==> src/hdl/dcts_unused_placeholder.sv <==
`timescale 1ns/10ps
`default_nettype none
`default_nettype wire

==> src/hdl/dcts_pkg.sv <==
package dcts_pkg;

  // ----------------------------------------------------------------
  // Bus map
  // ----------------------------------------------------------------
  localparam int unsigned PADDR_W = 8;
  localparam logic [7:0] ADDR_CH_INT = 8'h00;
  localparam logic [7:0] ADDR_CTRL = 8'h04;
  localparam logic [7:0] ADDR_UPPER = 8'h08;
  localparam logic [7:0] ADDR_LOWER = 8'h0C;
  localparam logic [7:0] ADDR_EVT_STAT = 8'h10;
  localparam logic [7:0] ADDR_EVT_CLR = 8'h14;
  localparam logic [7:0] ADDR_EVT_EN = 8'h18;

  // ----------------------------------------------------------------
  // Channel interrupt and control register fields
  // ----------------------------------------------------------------
  localparam int unsigned BIT_PENDING = 15;
  localparam int unsigned SEL_MSB = 14;
  localparam int unsigned SEL_LSB = 8;
  localparam int unsigned BIT_HIGH = 7;
  localparam int unsigned BIT_LOW = 6;
  localparam int unsigned BIT_DONE = 5;
  localparam int unsigned BIT_HALF = 4;
  localparam int unsigned BIT_OVR = 3;
  localparam int unsigned BIT_HALF_EN = 0;
  localparam int unsigned BIT_CH_EN = 0;
  localparam int unsigned BIT_DUMMY = 1;

  // Event status / clear / enable layout
  localparam int unsigned EVT_DONE = 0;
  localparam int unsigned EVT_HALF = 1;
  localparam int unsigned EVT_OVR = 2;
  localparam int unsigned EVT_LIMIT = 3;
  localparam int unsigned EVT_W = 4;

  localparam logic [15:0] SFR_END = 16'h07FF;
  localparam logic [15:0] UPPER_RST = 16'hFFFF;
  localparam logic [15:0] LOWER_RST = 16'h0000;

  // ----------------------------------------------------------------
  // Trigger codes
  // ----------------------------------------------------------------
  localparam logic [6:0] TRIG_OFF = 7'h00;
  localparam logic [6:0] TRIG_DMA_CH0 = 7'h50;
  localparam logic [6:0] TRIG_DMA_CH5 = 7'h4B;
  localparam logic [6:0] TRIG_UART2_TX = 7'h41;
  localparam logic [6:0] TRIG_UART1_ERR = 7'h46;
  localparam logic [6:0] TRIG_SPI3_RX = 7'h20;
  localparam logic [6:0] TRIG_SPI1_GEN = 7'h28;
  localparam logic [6:0] TRIG_I2C2_SLV = 7'h2F;
  localparam logic [6:0] TRIG_I2C1_COL = 7'h34;
  localparam logic [6:0] TRIG_PIN_CHG = 7'h6D;
  localparam logic [6:0] TRIG_EXT0 = 7'h6C;
  localparam logic [6:0] TRIG_EXT4 = 7'h68;
  localparam int unsigned DMA_CHANNELS = 6;

  typedef struct packed {
    logic valid;
    logic [15:0] addr;
  } dcts_access_t;

  typedef struct packed {
    logic high;
    logic low;
    logic done;
    logic half;
    logic ovr;
  } dcts_flags_t;

endpackage : dcts_pkg

==> src/hdl/dcts_channel.sv <==
`timescale 1ns/10ps
`default_nettype none
module dcts_channel
  import dcts_pkg::*;
#(
  parameter logic [15:0] RAM_TOP = 16'h47FF
) (
  input wire logic pclk,
  input wire logic presetn,
  input wire logic psel,
  input wire logic penable,
  input wire logic pwrite,
  input wire logic [PADDR_W-1:0] paddr,
  input wire logic [31:0] pwdata,
  output logic [31:0] prdata,
  output logic pready,
  output logic pslverr,
  input wire logic [127:0] trigger_sources,
  input wire logic [DMA_CHANNELS-1:0] dma_channel_irq,
  input wire logic channel_busy,
  input wire logic session_done,
  input wire logic session_abort,
  input wire logic [15:0] transfer_counter,
  input wire logic [15:0] transfer_count_start,
  input wire logic counter_step,
  input wire dcts_access_t access,
  input wire logic dest_write_done,
  input wire logic dummy_write_done,
  output logic channel_trigger,
  output logic dummy_write_req,
  output logic channel_irq_pulse,
  output logic irq
);

  // ----------------------------------------------------------------
  // Register state
  // ----------------------------------------------------------------
  logic [6:0] trigger_select;
  logic midpoint_interrupt_enable;
  logic channel_enable;
  logic dummy_write_mode;
  logic [15:0] upper_address_limit;
  logic [15:0] lower_address_limit;
  dcts_flags_t flags;
  logic buffered_write_pending;
  logic [EVT_W-1:0] evt_status;
  logic [EVT_W-1:0] evt_enable;
  logic enable_q;

  // ----------------------------------------------------------------
  // APB decode
  // ----------------------------------------------------------------
  wire logic access_ph = psel & penable & ~pready;
  // Writes land on the completing edge, where the master sees pready
  wire logic wr_ok = psel & penable & pready & pwrite;
  wire logic hit_int = (paddr == ADDR_CH_INT);
  wire logic hit_ctrl = (paddr == ADDR_CTRL);
  wire logic hit_upper = (paddr == ADDR_UPPER);
  wire logic hit_lower = (paddr == ADDR_LOWER);
  wire logic hit_stat = (paddr == ADDR_EVT_STAT);
  wire logic hit_clr = (paddr == ADDR_EVT_CLR);
  wire logic hit_en = (paddr == ADDR_EVT_EN);
  wire logic mapped = hit_int | hit_ctrl | hit_upper | hit_lower |
                      hit_stat | hit_clr | hit_en;
  wire logic wr_int = wr_ok & hit_int;
  wire logic wr_ctrl = wr_ok & hit_ctrl;
  wire logic wr_upper = wr_ok & hit_upper;
  wire logic wr_lower = wr_ok & hit_lower;
  wire logic wr_clr = wr_ok & hit_clr;
  wire logic wr_en = wr_ok & hit_en;

  wire logic [15:0] int_view = {buffered_write_pending, trigger_select,
                                flags.high, flags.low, flags.done,
                                flags.half, flags.ovr, 2'b00,
                                midpoint_interrupt_enable};
  logic [31:0] rd_mux;
  always_comb begin
    rd_mux = 32'h0000_0000;
    if (hit_int) begin
      rd_mux = {16'h0000, int_view};
    end else if (hit_ctrl) begin
      rd_mux = {30'h0000_0000, dummy_write_mode, channel_enable};
    end else if (hit_upper) begin
      rd_mux = {16'h0000, upper_address_limit};
    end else if (hit_lower) begin
      rd_mux = {16'h0000, lower_address_limit};
    end else if (hit_stat) begin
      rd_mux = {28'h000_0000, evt_status};
    end else if (hit_en) begin
      rd_mux = {28'h000_0000, evt_enable};
    end
  end

  // One wait state: pready rises in the second access cycle.
  always_ff @(posedge pclk or negedge presetn) begin
    if (!presetn) begin
      pready <= 1'b0;
      pslverr <= 1'b0;
      prdata <= 32'h0000_0000;
    end else begin
      pready <= access_ph;
      pslverr <= access_ph & ~mapped;
      if (access_ph && !pwrite) begin
        prdata <= rd_mux;
      end
    end
  end

  // ----------------------------------------------------------------
  // Trigger selection and overrun
  // ----------------------------------------------------------------
  logic trig_raw;
  dcts_trig_sel u_trig_sel (
    .pclk(pclk),
    .presetn(presetn),
    .trigger_sources(trigger_sources),
    .dma_channel_irq(dma_channel_irq),
    .trigger_select(trigger_select),
    .trigger_pulse(trig_raw)
  );

  // A trigger during a disabled channel is dropped, not queued.
  wire logic trig_live = trig_raw & channel_enable;
  wire logic ev_ovr = trig_live & channel_busy;

  // ----------------------------------------------------------------
  // Limit checks on attempted accesses only
  // ----------------------------------------------------------------
  // No look-ahead on pointers: a check needs the access strobe.
  wire logic ev_high = access.valid &
                       ((access.addr > upper_address_limit) |
                        (access.addr > RAM_TOP));
  wire logic ev_low = access.valid &
                      (access.addr < lower_address_limit) &
                      (access.addr > SFR_END);

  // ----------------------------------------------------------------
  // Session and midpoint
  // ----------------------------------------------------------------
  wire logic session_start = channel_enable & ~enable_q;
  wire logic ev_done = session_done & channel_enable;
  wire logic [15:0] half_count = {1'b0, transfer_count_start[15:1]};
  wire logic ev_half = counter_step & channel_enable &
                       (transfer_counter == half_count);

  // ----------------------------------------------------------------
  // Channel interrupt register
  // ----------------------------------------------------------------
  // Hardware set wins over a software write in the same cycle.
  dcts_flags_t next_flags;
  always_comb begin
    next_flags = flags;
    if (wr_int) begin
      next_flags.high = pwdata[BIT_HIGH];
      next_flags.low = pwdata[BIT_LOW];
      next_flags.done = pwdata[BIT_DONE];
      next_flags.half = pwdata[BIT_HALF];
      next_flags.ovr = pwdata[BIT_OVR];
    end
    if (session_start || session_abort) begin
      next_flags.done = 1'b0;
    end
    if (ev_high) begin
      next_flags.high = 1'b1;
    end
    if (ev_low) begin
      next_flags.low = 1'b1;
    end
    if (ev_done) begin
      next_flags.done = 1'b1;
    end
    if (ev_half) begin
      next_flags.half = 1'b1;
    end
    if (ev_ovr) begin
      next_flags.ovr = 1'b1;
    end
  end

  always_ff @(posedge pclk or negedge presetn) begin
    if (!presetn) begin
      flags <= '0;
      trigger_select <= TRIG_OFF;
      midpoint_interrupt_enable <= 1'b0;
    end else begin
      flags <= next_flags;
      if (wr_int) begin
        trigger_select <= pwdata[SEL_MSB:SEL_LSB];
        midpoint_interrupt_enable <= pwdata[BIT_HALF_EN];
      end
    end
  end

  // ----------------------------------------------------------------
  // Control and limit registers
  // ----------------------------------------------------------------
  // Limits are trusted as written before enable; no sanity check.
  always_ff @(posedge pclk or negedge presetn) begin
    if (!presetn) begin
      channel_enable <= 1'b0;
      dummy_write_mode <= 1'b0;
      upper_address_limit <= UPPER_RST;
      lower_address_limit <= LOWER_RST;
      enable_q <= 1'b0;
    end else begin
      enable_q <= channel_enable;
      if (wr_ctrl) begin
        channel_enable <= pwdata[BIT_CH_EN];
        dummy_write_mode <= pwdata[BIT_DUMMY];
      end
      if (wr_upper) begin
        upper_address_limit <= pwdata[15:0];
      end
      if (wr_lower) begin
        lower_address_limit <= pwdata[15:0];
      end
    end
  end

  // ----------------------------------------------------------------
  // Null write mode
  // ----------------------------------------------------------------
  wire logic dummy_needed = dest_write_done & dummy_write_mode;
  always_ff @(posedge pclk or negedge presetn) begin
    if (!presetn) begin
      dummy_write_req <= 1'b0;
      buffered_write_pending <= 1'b0;
    end else begin
      dummy_write_req <= dummy_needed;
      if (dummy_needed) begin
        buffered_write_pending <= 1'b1;
      end else if (dummy_write_done) begin
        buffered_write_pending <= 1'b0;
      end
    end
  end

  // ----------------------------------------------------------------
  // Interrupt request and event status
  // ----------------------------------------------------------------
  // Only hardware events feed these, so software writes to the flag
  // bits above can never produce a request.
  wire logic irq_event = ev_done |
                         (ev_half & midpoint_interrupt_enable);
  wire logic [EVT_W-1:0] evt_hit = {ev_high | ev_low, ev_ovr, ev_half,
                                    ev_done};
  wire logic [EVT_W-1:0] evt_clr = wr_clr ? pwdata[EVT_W-1:0] : '0;
  wire logic [EVT_W-1:0] next_evt = (evt_status & ~evt_clr) | evt_hit;

  always_ff @(posedge pclk or negedge presetn) begin
    if (!presetn) begin
      channel_irq_pulse <= 1'b0;
      channel_trigger <= 1'b0;
      evt_status <= '0;
      evt_enable <= '0;
      irq <= 1'b0;
    end else begin
      channel_irq_pulse <= irq_event;
      channel_trigger <= trig_live;
      evt_status <= next_evt;
      if (wr_en) begin
        evt_enable <= pwdata[EVT_W-1:0];
      end
      irq <= |(next_evt & (wr_en ? pwdata[EVT_W-1:0] : evt_enable));
    end
  end
endmodule : dcts_channel
`default_nettype wire

==> src/hdl/dcts_trig_sel.sv <==
`timescale 1ns/10ps
`default_nettype none
module dcts_trig_sel
  import dcts_pkg::*;
(
  input wire logic pclk,
  input wire logic presetn,
  input wire logic [127:0] trigger_sources,
  input wire logic [DMA_CHANNELS-1:0] dma_channel_irq,
  input wire logic [6:0] trigger_select,
  output logic trigger_pulse
);

  // ----------------------------------------------------------------
  // Source map
  // ----------------------------------------------------------------
  // Codes of other channels' completion replace the plain source lines,
  // so channels chain without extra wiring at the top.
  logic [127:0] merged;
  genvar g;
  generate
    for (g = 0; g < 128; g++) begin : g_src
      if (g <= int'(TRIG_DMA_CH0) && g >= int'(TRIG_DMA_CH5)) begin : g_dma
        assign merged[g] = dma_channel_irq[int'(TRIG_DMA_CH0) - g];
      end else begin : g_pin
        assign merged[g] = trigger_sources[g];
      end
    end
  endgenerate

  wire logic selected = (trigger_select != TRIG_OFF) &
                        merged[trigger_select];
  logic selected_q;

  always_ff @(posedge pclk or negedge presetn) begin
    if (!presetn) begin
      selected_q <= 1'b0;
      trigger_pulse <= 1'b0;
    end else begin
      selected_q <= selected;
      trigger_pulse <= selected & ~selected_q;
    end
  end
endmodule : dcts_trig_sel
`default_nettype wire

==> config.mk <==
export PLATFORM = sky130hd
export DESIGN_NAME = dcts_channel
export DESIGN_NICKNAME = d
export VERILOG_FILES = /design/src/hdl/dcts_unused_placeholder.sv /design/src/hdl/dcts_pkg.sv /design/src/hdl/dcts_channel.sv /design/src/hdl/dcts_trig_sel.sv
export SDC_FILE = /design/constraint.sdc
export NUM_CORES = 1
export LEC_CHECK = 0
export ABC_AREA = 0
export BUFFER_PORTS_ARGS = -buffer_cell sky130_fd_sc_hd__buf_2
export CORE_MARGIN = 8
export CORE_UTILIZATION = 43
export DETAILED_ROUTE_END_ITERATION = 8
export HOLD_SLACK_MARGIN = 0.1
export PLACE_DENSITY = 0.87
export SYNTH_ARGS = -nofsm -noshare
export SYNTH_HDL_FRONTEND = slang
export SYNTH_HIERARCHICAL = 1
export SYNTH_SLANG_ARGS = --single-unit
==> constraint.sdc <==
create_clock -name pclk -period 2.3 [get_ports pclk]
set_clock_uncertainty 0.15 [all_clocks]
set_input_delay 0.46 -clock pclk [delete_from_list [all_inputs] [get_ports pclk]]
set_output_delay 0.46 -clock pclk [all_outputs]
set_load 0.05 [all_outputs]
==> results.yml <==
run_status:
  status: "finished with violations"
  violations: "setup timing"
synthesis:
  synth_area_sq_um: 5800
  synth_top_area_share_pct: 28.0
  synth_area_leaders: "dfrtp_1 (28%), mux4_2 (8.2%), dfstp_2 (7.2%)"
  synth_edf_count: 0
  synth_common_cells: "nand2_1 (68), dfrtp_1 (65), inv_1 (39)"
  synth.avg_cell_area_sq_um: 10.2
  yosys_warnings: 6
  synthArstFlopShare_pct: 100
  synth.distinct_cells: 59
  syn_inst: 568
  yosysTopAreaCell: "dfrtp_1"
  ys_seq_elements: 81
  dominantRegCellSynth: "dfrtp_1"
  synth_most_common_cell: "nand2_1"
  ys_seq_area_share_pct: 35.3
critical_path:
  crit_start: "upper_address_limit[2]"
  cp_slowest_cell: "dfstp_2"
  path_buf_inv: 1
  worstSetupPathType: "flop to flop"
  cp-end-kind: "flop"
  worst_ep_arrival_time_ns: 2.56
  cpPeakStageDelay_ns: 0.55
  path_cells: "inv_2, ha_4, and3_4, a221o_1, o2bb2ai_1, o211ai_1, nand3_2, a221o_1"
  critical_path.max_fanout: 2
  crit_family: "compound AO/OA/AOI/OAI gates"
  r2r-start: "upper_address_limit[2]"
  reg2regPathDepth: 8
  required_ns: 2.38
  start_kind: "flop"
  worst-path-stages: 8
  crit_path_frequent_cell: "a221o_1"
pwr:
  p_leak_nw: 3.88
  power_density_nw_per_um2: 432
  power_mw: 3.53
  vdd_ir_drop_max_mv: 0.337
sta:
  slew_headroom_pct: 65.8
  hold_slack_ns: 0.210
  tns_ns: -1.45
  setup_ws_ns: -0.183
  tightest_slew_ns: 0.512
  min_period_ns: 2.48
  slew_violations: 0
  hold_violations: 0
  rsz0062_at_grt: "true"
  finalSetupViolCount: 27
  period_share_pct: 108
  fmax_ghz: 0.403
clock_tree:
  htree_levels: 3
  cts_made_buffers: 9
  cts.clk_slew.worst_paths_ns: 0.07
  clock-sinks: 81
  cts_tree: "done"
  clkLatencyLatePin_ns: 0.35
  cts_root_buffer: "clkbuf_16"
  cts_buffer_depth: 2
placed_design:
  io_buffers: 232
  routabilityCongestion: 0.883
  dp_slack_ns: -0.517
  dp_hpwl_microns: 15900
routing:
  ant_nets: 0
  wire_per_inst_microns: 19.9
  drtPass1Iterations: 6
  wl_microns: 20600
  first_iter_violations: 515
  drcViolationCount: 0
  vias: 5722
  avgViaCountPerCell: 5.53
die:
  rows: 42
  die_w_microns: 132
  io_pins: 272
  die_h_microns: 132
  initial_core_util_pct: 44.0
  dieArea_sq_um: 17500
  coreArea_sq_um: 13200
cells_and_area:
  area_growth_pct: 40.8
  fin_nets: 1117
  fillers: 1047
  drive_gt1_share_pct: 51.3
global_route:
  grt_max_degree: 36
  gr-usage-all-layers_pct: 22.0
  first_global_vias: 5896
  grt_pass1_wl_microns: 30900
  gr-total-overflow: 0
  antenna_found_initial: 1
hold_path:
  min-delay-start: "pwdata[15]"
  min_path_type: "input port to flop"
  hold-path-cell-count: 3
job:
  drv_cap: 0
## per-layer routing
layer	vias to the layer above	global-route usage [%]	part of all wire, %
li1	2623	-	-
met1	2758	25.4	39
met2	300	38.5	51
met3	41	5.91	8.1
met4	0	7.28	2.4
met5	-	0	0
## cells in the final DEF (no fill, tap or decap), drive strengths merged, types with 3 or more instances in the layout
cell / count
a21oi: 20
clkbuf: 10
nand3b: 3
nor3b: 13
mux2: 33
o21ai: 37
nand3: 3
nor4: 8
nor2b: 9
and2: 4
dfrtp: 65
nor2: 12
nor4b: 3
dfstp: 16
or3: 5
a22oi: 6
mux2i: 30
buf: 306
conb: 16
a221oi: 13
inv: 40
nand2: 68
o211ai: 3
mux4: 24
a211oi: 3
o22ai: 5
nor3: 7
ha: 31
clkinv: 4
nand4: 7
a31oi: 6
xor2: 15
## report_power, final
part,switching [mW],internal [mW]
clock,0.621,0.852
combinational,0.330,0.281
sequential,0.00856,1.44
## repair_timing
item,CTS,global route
setup buffers,5,5
hold endpoints to repair,30,0
resized for setup,20,27
gates cloned,0,2
endpoints found under the setup margin,28,35
pin swaps,8,11
hold buffers,1,0
## final timing paths
| check | endpoint | slack, ns |
|---|---|---|
| min reg2reg | u_trig_sel/trigger_pulse | 0.29 |
| min | lower_address_limit[15] | 0.21 |
| max reg2reg | irq | -0.18 |
| max | irq | -0.18 |
| min in group asynchronous | dummy_write_req | 0.47 |
| max in group asynchronous | upper_address_limit[0] | 0.84 |
## per-stage QoR
stage | util [%] | std cells | instance area (sq um)
after CTS | 60.4 | 1026 | 7970
after global routing | 62.0 | 1034 | 8170
final | 62.0 | 1034 | 8170
after detailed placement | 57.0 | 1004 | 7510
after floorplan | - | 583 | 5930
after global placement | 57.0 | 1004 | 7510
## sequential cells by signal (all words and copies together), names as in the netlist, 4 cells and up
signal	count
prdata	16
evt_enable	4
flags	5
trigger_select	7
lower_address_limit	16
evt_status	4
upper_address_limit	16
## cell families after synthesis
kind of cell	Yosys count	share of synthesized area (%)
fa+ha+maj	31	6.69
simple gates	148	12.8
flops	81	35.3
buf+inv	89	8.28
other cells	1	0.0646
compound gates	116	13.2
mux	87	21.5
xor+xnor	15	2.26
## worst min-delay path: stages
cell and delay (ns):
buf_2 0.09, nand2_1 0.05, o21ai_0 0.06
## area by class of cell
type | count | area [sq um] | share of cell area (%)
multi-input combinational | 413 | 3590 | 43.9
sequential | 81 | 2050 | 25.1
timing repair buffer | 308 | 1860 | 22.7
clock buffer | 9 | 225 | 2.76
tap | 176 | 220 | 2.69
inverter | 39 | 146 | 1.79
clock inverter | 7 | 80.1 | 0.980
antenna | 1 | 2.50 | 0.0306
Note: power is estimated with default switching activity, not from simulation.
